File: src/hw/tap_pkg.sv
// Shared constants and types for the serial boundary-scan test port.
// Assumes one system clock domain; test pins arrive asynchronously.
package tap_pkg;

    ////////////////////////////////////////////////////////////////////////////
    // Widths
    localparam int unsigned IR_W = 3;
    localparam int unsigned BSR_LEN = 107;
    localparam int unsigned ID_W = 32;
    localparam int unsigned PIN_W = 3;

    ////////////////////////////////////////////////////////////////////////////
    // Instruction codes
    localparam logic [IR_W-1:0] INS_EXTEST = 3'h0;
    localparam logic [IR_W-1:0] INS_IDCODE = 3'h1;
    localparam logic [IR_W-1:0] INS_SAMPLE_Z = 3'h2;
    localparam logic [IR_W-1:0] INS_SAMPLE = 3'h4;
    localparam logic [IR_W-1:0] INS_BYPASS = 3'h7;

    // Fixed pattern for the two low bits in Capture-IR
    localparam logic [1:0] IR_CAPTURE_LOW = 2'h1;
    localparam logic IR_CAPTURE_HIGH = 1'h0;

    // Identification code; value is arbitrary, bit 0 set as convention asks
    localparam logic [ID_W-1:0] ID_CODE_DEFAULT = 32'h0A5A_5001;

    ////////////////////////////////////////////////////////////////////////////
    // Controller states
    typedef enum logic [3:0] {
        ST_RESET      = 4'h0,
        ST_IDLE       = 4'h1,
        ST_SEL_DR     = 4'h2,
        ST_CAPTURE_DR = 4'h3,
        ST_SHIFT_DR   = 4'h4,
        ST_EXIT1_DR   = 4'h5,
        ST_PAUSE_DR   = 4'h6,
        ST_EXIT2_DR   = 4'h7,
        ST_UPDATE_DR  = 4'h8,
        ST_SEL_IR     = 4'h9,
        ST_CAPTURE_IR = 4'hA,
        ST_SHIFT_IR   = 4'hB,
        ST_EXIT1_IR   = 4'hC,
        ST_PAUSE_IR   = 4'hD,
        ST_EXIT2_IR   = 4'hE,
        ST_UPDATE_IR  = 4'hF
    } tap_state_t;

    ////////////////////////////////////////////////////////////////////////////
    // Pin groups
    typedef struct packed {
        logic tck;
        logic tms;
        logic tdi;
    } tap_pins_t;

    typedef struct packed {
        logic tdo;
        logic tdo_oe;
    } tap_out_t;

    ////////////////////////////////////////////////////////////////////////////
    // Whole state of the port core
    typedef struct packed {
        logic tck_prev;
        tap_state_t state;
        logic [IR_W-1:0] ir;
        logic [IR_W-1:0] ir_sh;
        logic bypass;
        logic [BSR_LEN-1:0] bsr;
        logic [ID_W-1:0] id_sh;
        logic tdo;
        logic tdo_oe;
        logic ring_hiz;
    } tap_core_t;

    // Value after reset
    localparam tap_core_t CORE_RST = '{
        tck_prev: 1'h0,
        state: ST_RESET,
        ir: INS_IDCODE,
        ir_sh: INS_IDCODE,
        bypass: 1'h0,
        bsr: '0,
        id_sh: '0,
        tdo: 1'h0,
        tdo_oe: 1'h0,
        ring_hiz: 1'h0
    };

endpackage : tap_pkg

File: src/hw/sync_2ff.sv
// Two flip-flop synchroniser for a group of asynchronous levels.
// Assumes the levels change slowly against i_clk.
`timescale 1ns/10ps
module sync_2ff #(
    parameter int unsigned W = 1
) (
    // Clock and reset
    input wire logic i_clk,
    input wire logic i_sys_rst,
    // Levels
    input wire logic [W-1:0] i_async,
    output logic [W-1:0] o_sync
);

    typedef struct packed {
        logic [W-1:0] s2;
        logic [W-1:0] s1;
    } sync_state_t;

    sync_state_t st_q;
    sync_state_t st_d;

    // First stage feeds only the second
    always_comb
    begin
        st_d.s1 = i_async;
        st_d.s2 = st_q.s1;
    end

    // Register the pair
    always_ff @(posedge i_clk or posedge i_sys_rst)
    begin
        if (i_sys_rst)
        begin
            st_q <= '0;
        end
        else
        begin
            st_q <= st_d;
        end
    end

    assign o_sync = st_q.s2;

endmodule : sync_2ff

File: src/hw/tap_port.sv
// Serial boundary-scan test port: controller, instruction, bypass,
// identification and boundary scan registers, all stepped by test clock edges
// found by sampling the test clock with i_clk.
// Assumes the test clock is far slower than i_clk and the I/O ring value
// i_ring is on the i_clk domain. Pull-ups on mode-select and data-in are
// outside this module; an open pin must arrive here as 1.
// Reserved instruction codes select the bypass bit.
// Update-DR has no effect: nothing is ever preloaded onto the ring.
//
// Function
// - Inputs taken on test-clock rise; outputs launched on test-clock fall.
// - Mode-select steers controller on each rise; open pin reads high.
// - Data-in, pulled up, enters MSB of the selected scan register.
// - Data-out changes only on falls and shows the selected register LSB.
// - Data-out enable follows the controller state.
// - Five rises with mode-select high reset the port, memory undisturbed.
// - Power-up resets the port so data-out starts high impedance.
// - Loaded instruction selects exactly one scan register at a time.
// - Instruction register is three bits, loaded serially through data-in.
// - Instruction register shifts only in the instruction-shift path.
// - Identification instruction loaded at power-up and on controller reset.
// - Capture-IR loads the two instruction LSBs with 01.
// - Bypass is one bit under the bypass instruction, cleared when executed.
// - Boundary scan register is 107 bits, one per input/bidirectional ball.
// - Capture-DR loads ring values into boundary register; Shift-DR shifts it.
// - EXTEST, SAMPLE/PRELOAD and high-impedance sample all capture the ring.
// - Controller follows the standard state transitions, compatible in chains.
// - Identification instruction captures a fixed 32-bit code, shifted out.
// - High-impedance sample selects boundary register and floats memory outputs.
// - All-zero instruction acts like sample, memory outputs stay driven.
// - Update-DR under sample acts like a pause; no preload.
`timescale 1ns/10ps
module tap_port #(
    parameter logic [tap_pkg::ID_W-1:0] ID_CODE = tap_pkg::ID_CODE_DEFAULT
) (
    // Clock and reset
    input wire logic i_clk,
    input wire logic i_sys_rst,
    // Test pins from the scan controller
    input wire tap_pkg::tap_pins_t i_pins,
    // Memory I/O ring
    input wire logic [tap_pkg::BSR_LEN-1:0] i_ring,
    output logic o_ring_hiz,
    // Serial data out, three-state
    output logic o_tdo,
    output logic o_tdo_oe
);

    ////////////////////////////////////////////////////////////////////////////
    // Pin synchronisation

    tap_pkg::tap_pins_t pins_s;

    // All three pins cross together so they stay aligned
    // Shared delay keeps mode-select and data-in lined up with the clock edge
    sync_2ff #(
        .W(tap_pkg::PIN_W)
    ) u_pin_sync (
        .i_clk(i_clk),
        .i_sys_rst(i_sys_rst),
        .i_async(i_pins),
        .o_sync(pins_s)
    );

    ////////////////////////////////////////////////////////////////////////////
    // Controller next state

    // Every state has both successors; five high rises end in reset from anywhere
    function automatic tap_pkg::tap_state_t next_state(
        input tap_pkg::tap_state_t cur,
        input logic tms
    );
        tap_pkg::tap_state_t nxt;
        nxt = cur;
        unique case (cur)
            tap_pkg::ST_RESET:
                nxt = tms ? tap_pkg::ST_RESET : tap_pkg::ST_IDLE;
            tap_pkg::ST_IDLE:
                nxt = tms ? tap_pkg::ST_SEL_DR : tap_pkg::ST_IDLE;
            tap_pkg::ST_SEL_DR:
                nxt = tms ? tap_pkg::ST_SEL_IR : tap_pkg::ST_CAPTURE_DR;
            tap_pkg::ST_CAPTURE_DR:
                nxt = tms ? tap_pkg::ST_EXIT1_DR : tap_pkg::ST_SHIFT_DR;
            tap_pkg::ST_SHIFT_DR:
                nxt = tms ? tap_pkg::ST_EXIT1_DR : tap_pkg::ST_SHIFT_DR;
            tap_pkg::ST_EXIT1_DR:
                nxt = tms ? tap_pkg::ST_UPDATE_DR : tap_pkg::ST_PAUSE_DR;
            tap_pkg::ST_PAUSE_DR:
                nxt = tms ? tap_pkg::ST_EXIT2_DR : tap_pkg::ST_PAUSE_DR;
            tap_pkg::ST_EXIT2_DR:
                nxt = tms ? tap_pkg::ST_UPDATE_DR : tap_pkg::ST_SHIFT_DR;
            tap_pkg::ST_UPDATE_DR:
                nxt = tms ? tap_pkg::ST_SEL_DR : tap_pkg::ST_IDLE;
            tap_pkg::ST_SEL_IR:
                nxt = tms ? tap_pkg::ST_RESET : tap_pkg::ST_CAPTURE_IR;
            tap_pkg::ST_CAPTURE_IR:
                nxt = tms ? tap_pkg::ST_EXIT1_IR : tap_pkg::ST_SHIFT_IR;
            tap_pkg::ST_SHIFT_IR:
                nxt = tms ? tap_pkg::ST_EXIT1_IR : tap_pkg::ST_SHIFT_IR;
            tap_pkg::ST_EXIT1_IR:
                nxt = tms ? tap_pkg::ST_UPDATE_IR : tap_pkg::ST_PAUSE_IR;
            tap_pkg::ST_PAUSE_IR:
                nxt = tms ? tap_pkg::ST_EXIT2_IR : tap_pkg::ST_PAUSE_IR;
            tap_pkg::ST_EXIT2_IR:
                nxt = tms ? tap_pkg::ST_UPDATE_IR : tap_pkg::ST_SHIFT_IR;
            tap_pkg::ST_UPDATE_IR:
                nxt = tms ? tap_pkg::ST_SEL_DR : tap_pkg::ST_IDLE;
        endcase
        return nxt;
    endfunction : next_state

    ////////////////////////////////////////////////////////////////////////////
    // Local constants

    // Top instruction bit loaded in Capture-IR
    localparam logic IR_HIGH = tap_pkg::IR_CAPTURE_HIGH;

    ////////////////////////////////////////////////////////////////////////////
    // Instruction decode

    // Ring capture instructions; reserved codes fall to bypass
    function automatic logic is_ring_ins(input logic [tap_pkg::IR_W-1:0] ins);
        return (ins == tap_pkg::INS_EXTEST) || (ins == tap_pkg::INS_SAMPLE)
            || (ins == tap_pkg::INS_SAMPLE_Z);
    endfunction : is_ring_ins

    ////////////////////////////////////////////////////////////////////////////
    // State

    tap_pkg::tap_core_t st_q;
    tap_pkg::tap_core_t st_d;
    logic tck_rise;
    logic tck_fall;
    logic sel_lsb;
    logic sel_id;
    logic sel_ring;

    // Test clock edges seen by i_clk
    // Edge memory resets low like the idle test clock, so no false edge
    assign tck_rise = pins_s.tck & ~st_q.tck_prev;
    assign tck_fall = ~pins_s.tck & st_q.tck_prev;

    // One data register is chosen by the loaded instruction
    always_comb
    begin
        sel_id = 1'h0;
        sel_ring = 1'h0;
        if (st_q.ir == tap_pkg::INS_IDCODE)
        begin
            sel_id = 1'h1;
        end
        else if (is_ring_ins(st_q.ir))
        begin
            sel_ring = 1'h1;
        end
    end

    // Bit presented by the one selected register
    always_comb
    begin
        if (st_q.state == tap_pkg::ST_SHIFT_IR)
        begin
            sel_lsb = st_q.ir_sh[0];
        end
        else if (sel_id)
        begin
            sel_lsb = st_q.id_sh[0];
        end
        else if (sel_ring)
        begin
            sel_lsb = st_q.bsr[0];
        end
        else
        begin
            sel_lsb = st_q.bypass;
        end
    end

    ////////////////////////////////////////////////////////////////////////////
    // Next value of the whole state

    always_comb
    begin
        st_d = st_q;
        st_d.tck_prev = pins_s.tck;

        // Rising edge: sample mode-select and data-in
        if (tck_rise)
        begin
            st_d.state = next_state(st_q.state, pins_s.tms);
            unique case (st_q.state)
                tap_pkg::ST_RESET:
                begin
                    st_d.ir = tap_pkg::INS_IDCODE;
                end
                tap_pkg::ST_CAPTURE_IR:
                begin
                    st_d.ir_sh = {IR_HIGH, tap_pkg::IR_CAPTURE_LOW};
                end
                tap_pkg::ST_SHIFT_IR:
                begin
                    st_d.ir_sh = {pins_s.tdi, st_q.ir_sh[tap_pkg::IR_W-1:1]};
                end
                tap_pkg::ST_CAPTURE_DR:
                begin
                    if (sel_id)
                    begin
                        st_d.id_sh = ID_CODE;
                    end
                    else if (sel_ring)
                    begin
                        // Ring is on i_clk, taken as it stands at the rise
                        st_d.bsr = i_ring;
                    end
                    else
                    begin
                        st_d.bypass = 1'h0;
                    end
                end
                tap_pkg::ST_SHIFT_DR:
                begin
                    if (sel_id)
                    begin
                        st_d.id_sh = {pins_s.tdi, st_q.id_sh[tap_pkg::ID_W-1:1]};
                    end
                    else if (sel_ring)
                    begin
                        st_d.bsr = {pins_s.tdi, st_q.bsr[tap_pkg::BSR_LEN-1:1]};
                    end
                    else
                    begin
                        st_d.bypass = pins_s.tdi;
                    end
                end
                tap_pkg::ST_UPDATE_DR:
                begin
                    // Update-DR drives nothing: no preload path exists
                    st_d.ir = st_q.ir;
                end
                tap_pkg::ST_IDLE,
                tap_pkg::ST_SEL_DR,
                tap_pkg::ST_EXIT1_DR,
                tap_pkg::ST_PAUSE_DR,
                tap_pkg::ST_EXIT2_DR,
                tap_pkg::ST_SEL_IR,
                tap_pkg::ST_EXIT1_IR,
                tap_pkg::ST_PAUSE_IR,
                tap_pkg::ST_EXIT2_IR,
                tap_pkg::ST_UPDATE_IR:
                begin
                    // Walk states keep every register
                    st_d.ir = st_q.ir;
                end
            endcase
        end

        // Falling edge: launch outputs, commit a new instruction
        if (tck_fall)
        begin
            // Data-out shows the bit left by the last rise
            st_d.tdo = sel_lsb;
            // Enable follows the state entered at the last rise
            st_d.tdo_oe = (st_q.state == tap_pkg::ST_SHIFT_IR)
                || (st_q.state == tap_pkg::ST_SHIFT_DR);
            // New instruction settles half a period before the next rise
            if (st_q.state == tap_pkg::ST_UPDATE_IR)
            begin
                st_d.ir = st_q.ir_sh;
            end
            else if (st_q.state == tap_pkg::ST_RESET)
            begin
                st_d.ir = tap_pkg::INS_IDCODE;
            end
        end

        // Only the high-impedance sample floats memory outputs
        st_d.ring_hiz = (st_q.ir == tap_pkg::INS_SAMPLE_Z);
    end

    ////////////////////////////////////////////////////////////////////////////
    // State register

    // Whole state resets together; data-out starts disabled
    always_ff @(posedge i_clk or posedge i_sys_rst)
    begin
        if (i_sys_rst)
        begin
            st_q <= tap_pkg::CORE_RST;
        end
        else
        begin
            st_q <= st_d;
        end
    end

    ////////////////////////////////////////////////////////////////////////////
    // Outputs

    assign o_tdo = st_q.tdo;
    assign o_tdo_oe = st_q.tdo_oe;
    assign o_ring_hiz = st_q.ring_hiz;

endmodule : tap_port

File: config.mk
export PLATFORM = sky130hd
export DESIGN_NAME = tap_port
export DESIGN_NICKNAME = d
export VERILOG_FILES = /design/src/hw/tap_pkg.sv /design/src/hw/sync_2ff.sv /design/src/hw/tap_port.sv
export SDC_FILE = /design/constraint.sdc
export NUM_CORES = 1
export LEC_CHECK = 0
export BUFFER_PORTS_ARGS = -buffer_cell sky130_fd_sc_hd__buf_2
export CAP_MARGIN = 5
export CORE_MARGIN = 2
export CORE_UTILIZATION = 24
export CTS_CLUSTER_SIZE = 24
export DETAILED_ROUTE_END_ITERATION = 7
export MAX_ROUTING_LAYER = met4
export REMOVE_ABC_BUFFERS = 1
export SETUP_SLACK_MARGIN = 0.15
export SYNTH_ARGS = -nofsm -noshare
export SYNTH_HDL_FRONTEND = slang
export SYNTH_SLANG_ARGS = --single-unit
File: constraint.sdc
create_clock -name i_clk -period 12.3 [get_ports i_clk]
set_input_delay 1.23 -clock i_clk [delete_from_list [all_inputs] [get_ports i_clk]]
set_output_delay 1.23 -clock i_clk [all_outputs]
set_load 0.03 [all_outputs]
# --- Word-level counts from Yosys, hierarchy flattened ---
# Cells that the tools add are included.
word_totals:
  reg_bits: 160
  in_bits: 112
  out_inout_bits: 3
  elab_cells: 90
op_classes:
  eq_ne: 26
  n_mux: 34
  bitwise: 4
  reduce_logical: 14
ops:
  columns: ["cell", "count"]
  rows:
  - ["$pmux W140 S2", 1]
  - ["$mux W108", 2]
  - ["$mux W107", 2]
  - ["$mux W146", 1]
  - ["$mux W32", 2]
  - ["$pmux W4 S12", 1]
  - ["$eq A4 B4 Y1 const B", 8]
  - ["$mux W3", 6]
  - ["$eq A4 B3 Y1 const B", 4]
  - ["$mux W4", 4]
  - ["$ne A2 B2 Y1 const B", 8]
  - ["$reduce_and A6 Y1", 2]
  - ["$mux W1", 11]
  - ["$eq A4 B2 Y1 const B", 2]
  - ["$mux W2", 3]
  - ["$pmux W3 S2", 1]
  - ["$eq A4 B1 Y1 const B", 1]
  - ["$logic_not A4 Y1", 1]
  - ["$reduce_and A4 Y1", 1]
  - ["$reduce_bool A2 Y1", 2]
  - ["$reduce_or A2 Y1", 2]
  - ["$eq A3 B1 Y1 const B", 1]
  - ["$eq A3 B2 Y1 const B", 1]
  - ["$eq A3 B3 Y1 const B", 1]
  - ["other kinds (6)", 10]

# --- Depth between registers and ports, before layout ---
logic_depth:
  ltp_word: 12
  mapped_depth: 8
  mapped_depth_nobuf: 4

# --- Modules after synthesis ---
# From an unflattened synthesis, not the netlist that was laid out.
unflattened:
  cells_unflattened: 713
  hier_area_um2: 7280.7
modules_own_cells:
  columns: ["mod", "instances", "cells_each", "area_per_inst_um2", "seq_area_each_um2"]
  rows:
  - ["tap_port", 1, 706, 7126.8, 3856.2]
  - ["sync_2ff", 1, 7, 153.9, 150.1]

# --- Worst setup path before layout ---
# No wires, ideal clock.
synth_path:
  path_type: "register -> output"
  startpoint: "register st_q, in the netlist o_tdo"
  endpoint: "output port o_tdo"
  arrival_ps: 481
  required_ps: 11070
  path_slack_ps: 10589
  path_stages_with_launch: 1
  n_path_buf: 0
  cell_sequence: "dfrtp_1"
synth_lines:
  columns: ["item", "line", "rtl"]
  rows:
  - ["from (decl)", "tap_port.sv:130", "tap_pkg::tap_core_t st_q;"]
  - ["from (signal assigned)", "tap_port.sv:288", "st_q <= tap_pkg::CORE_RST;"]
  - ["from (signal assigned)", "tap_port.sv:292", "st_q <= st_d;"]
  - ["to (decl)", "tap_port.sv:45", "output logic o_tdo,"]
# No word-level cell between the ends.

# --- Worst setup path after layout ---
layout_path:
  startpoint: "register st_q[149] (netlist name)"
  endpoint: "register st_q[86] (netlist name)"
layout_via:
  elab_chain_len: 3
  elab_cells_between_ends: 9
  cone_classes: "eq/ne: 6; mux: 1; reduce/logical: 2"
layout_lines:
  columns: ["item", "line", "rtl"]
  rows:
  - ["$eq A4 B2 Y1 / $eq A4 B3 Y1 (equally long branches)", "tap_port.sv:191", "unique case (st_q.state)"]
  - ["$ne A2 B2 Y1 (no source line) / $reduce_bool A2 Y1 (equally long branches)", null, null]
  - ["$reduce_and A6 Y1 (no source line)", null, null]
# Several ways; a longest one is shown, not always the timed one.
# A chain may end at the register's enable or synchronous reset.

==> flow_metrics.tcl <==
set metrics [dict create \
    status "finished, final reports clean" \
    start_util_pct 24.4 \
    arrival_ns 3.62 \
    synthArstFlopShare_pct 100 \
    total_leakage_power_nw 3.87 \
    numCtsBuffers 17 \
    fp.dieH_um 178 \
    area.growth.synth_to_final_pct 20.3 \
    min_period_ns 3.29 \
    num_rows 63 \
    drive_above_1_share_pct 19.7 \
    fin_crit_sh_pct 26.7 \
    worstMarginPinSlew_ns 1.07 \
    whs_ns 0.348 \
    cap_viol_max_count 0 \
    ioPinCount 115 \
    clock_latency_ns 0.42 \
    p_sw_w 0.000607 \
    overflow 0 \
    p_int_w 0.00124 \
    gp_congestion 0.737 \
    placed_area_um2 8080 \
    postCtsHoldBufs 0 \
    synth_edf_count 0 \
    power.share.sequential_pct 45.6 \
    setup_violations 0 \
    synth_area_um2 7230 \
    synth_cells 713 \
    hold_viol 0 \
    pre_cts_ws_ns 8.99 \
    combinationalPowerShare_pct 24.7 \
    clock.fmax_mhz 304 \
    rsz0062_at_grt "no" \
    synth_top_family_by_area "multiplexers" \
    cts-root-buf "clkbuf_16" \
    viasPerCell 4.21 \
    portBuffers 114 \
    cts_tree "built" \
    ys.flop_type "dfrtp_1" \
    ys_ff_latch 160 \
    drt_pre_antenna_iters 6 \
    end_kind "flip-flop" \
    synth_xor_xnor_area_share_pct 0 \
    synth-simple-area-share_pct 12.0 \
    grt_max_degree 114 \
    synth_compound_area_share_pct 13.3 \
    slew_violations 0 \
    cts_max_path_buffers 2 \
    slew_headroom_pct 28.9 \
    route.antenna.remaining_nets 0 \
    hpwl_um 9850 \
    drc 0 \
    critical_path_required_ns 12.63 \
    wire_per_inst_um 12.7 \
    ys_seq_area_share_pct 55.4 \
    htreeDepth 4 \
    tns_ns 0 \
    start_kind "flip-flop" \
    die-width_um 178 \
    design.core.area_um2 29600 \
    synth_cell_types 39 \
    die_area_um2 31500 \
    synthMuxAreaShare_pct 14.8 \
    final_area_um2 8700 \
    cts_resized 0 \
    wl_um 15300 \
    switching_share_pct 32.8 \
    synthAdderAreaFrac_pct 0.138 \
    power.density_nw_per_um2 213 \
    cts_sinks 160 \
    vias 5085 \
    synth.avg_cell_area_um2 10.1 \
    crit_fanout 113 \
    grt_pass1_wl_um 26000 \
    min_path_type "flip-flop to flip-flop" \
    peakVddDrop_v 0.0000956 \
    num-nets-final 913 \
    grt_pass1_vias 5108 \
    clock_power_share_pct 29.6 \
    grtUsageTotal_pct 10.6 \
    clk_pin_slew_ns 0.07 \
    setup_slack_ns 9.01 \
    final.setup_skew_ns 0.0161 \
    antenna_found_initial 4 \
    yosysWarningCount 0 \
    cts_setup_buffers 0 \
    crit_type "flip-flop to flip-flop" \
    drt_iter0_markers 217 \
]
synth_stat cells (all sizes together) (3+ instances only):
library cell | count | area, um^2
o211ai | 4 | 40.0
dfrtp | 158 | 3950
a22o | 3 | 26.3
clkbuf | 24 | 101
nand2 | 170 | 638
mux2i | 107 | 1070
a31oi | 3 | 18.8
o21ai | 145 | 726
buf | 28 | 178
inv | 9 | 33.8
nor2b | 5 | 31.3
nor2 | 11 | 41.3
a21oi | 11 | 55.1
nor3b | 4 | 40.0
nor3 | 3 | 15.0
nand3 | 4 | 20.0
state kept, by name (all words and copies together), names as in the netlist:
signal and count:
st_q 151, u_pin_sync.st_d 3, u_pin_sync.o_sync 3, o_ring_hiz 1, o_tdo 1, o_tdo_oe 1
kinds of logic after synthesis:
logic type	after synthesis
AND/OR/NAND/NOR	206
AO/OA/AOI/OAI	178
flip-flops	160
multiplexers	107
buffers and inverters	61
adder cells (fa/ha/maj)	1
worst max-delay path, stage by stage (launching register included):
cell and delay [ns]:
dfrtp_1 0.61, and3b_1 0.39, o211ai_4 0.19, buf_4 0.83
buf_4 0.88, nand2_1 0.15, o21ai_1 0.11
per-stage QoR:
stage | util, % | power, W | cells
3_5_place_dp | 27.3 | 0.00132 | 1172
6_report | 29.3 | 0.00185 | 1208
4_1_cts | 29.3 | 0.00188 | 1204
5_1_grt | 29.3 | 0.00199 | 1208
2_1_floorplan | - | 0.00124 | 661
3_3_place_gp | 27.3 | 0.00130 | 1172
path summary, 6_finish.rpt:
| kind | startpoint | to | depth (start not counted) | slack, ns |
|---|---|---|---|---|
| min reg2reg | u_pin_sync.st_d[3] | u_pin_sync.o_sync[0] | 0 | 0.35 |
| min | u_pin_sync.st_d[3] | u_pin_sync.o_sync[0] | 0 | 0.35 |
| min in group asynchronous | i_sys_rst | st_q[49] | 2 | 0.96 |
| max in group asynchronous | i_sys_rst | st_q[88] | 3 | 9.84 |
| max | st_q[149] | st_q[86] | 6 | 9.01 |
| max reg2reg | st_q[149] | st_q[86] | 6 | 9.01 |
final cells by class:
cell class                      count  area, um^2
Clock buffer                       20         457
Multi-Input combinational cell    492        2930
Sequential cell                   160        4010
Clock inverter                     12         148
Tap cell                          390         488
Timing Repair Buffer              121         623
Fill cell                        3180       20900
Antenna cell                        4        10.0
Inverter                            9        38.8
cells in the final DEF (no fill, tap or decap), drive strengths merged, types with 3 or more instances in the layout:
cell      count
a21oi        11
a22o          3
a31oi         3
buf         121
clkbuf       20
clkinvlp      4
dfrtp       158
diode         4
inv          15
mux2i       107
nand2       170
nand3         4
nor2         11
nor2b         5
nor3          3
nor3b         4
o211ai        4
o21ai       145
metal layers:
metal	vias up	track usage, %	wire, um
met5	-	-	0
met4	0	3.14	119
met3	9	3.26	612
met2	80	15.9	7040
met1	2368	13.9	7550
li1	2628	-	-
power by group through the flow:
stage | Combinational, W | Sequential (W) | Clock, W
after floorplan | 0.000414 | 0.000823 | 0
after global placement | 0.000454 | 0.000850 | 0
after detailed placement | 0.000468 | 0.000855 | 0
after CTS | 0.000468 | 0.000848 | 0.000565
after global routing | 0.000532 | 0.000875 | 0.000586
final | 0.000458 | 0.000844 | 0.000548
(Power assumes the default switching activity.)
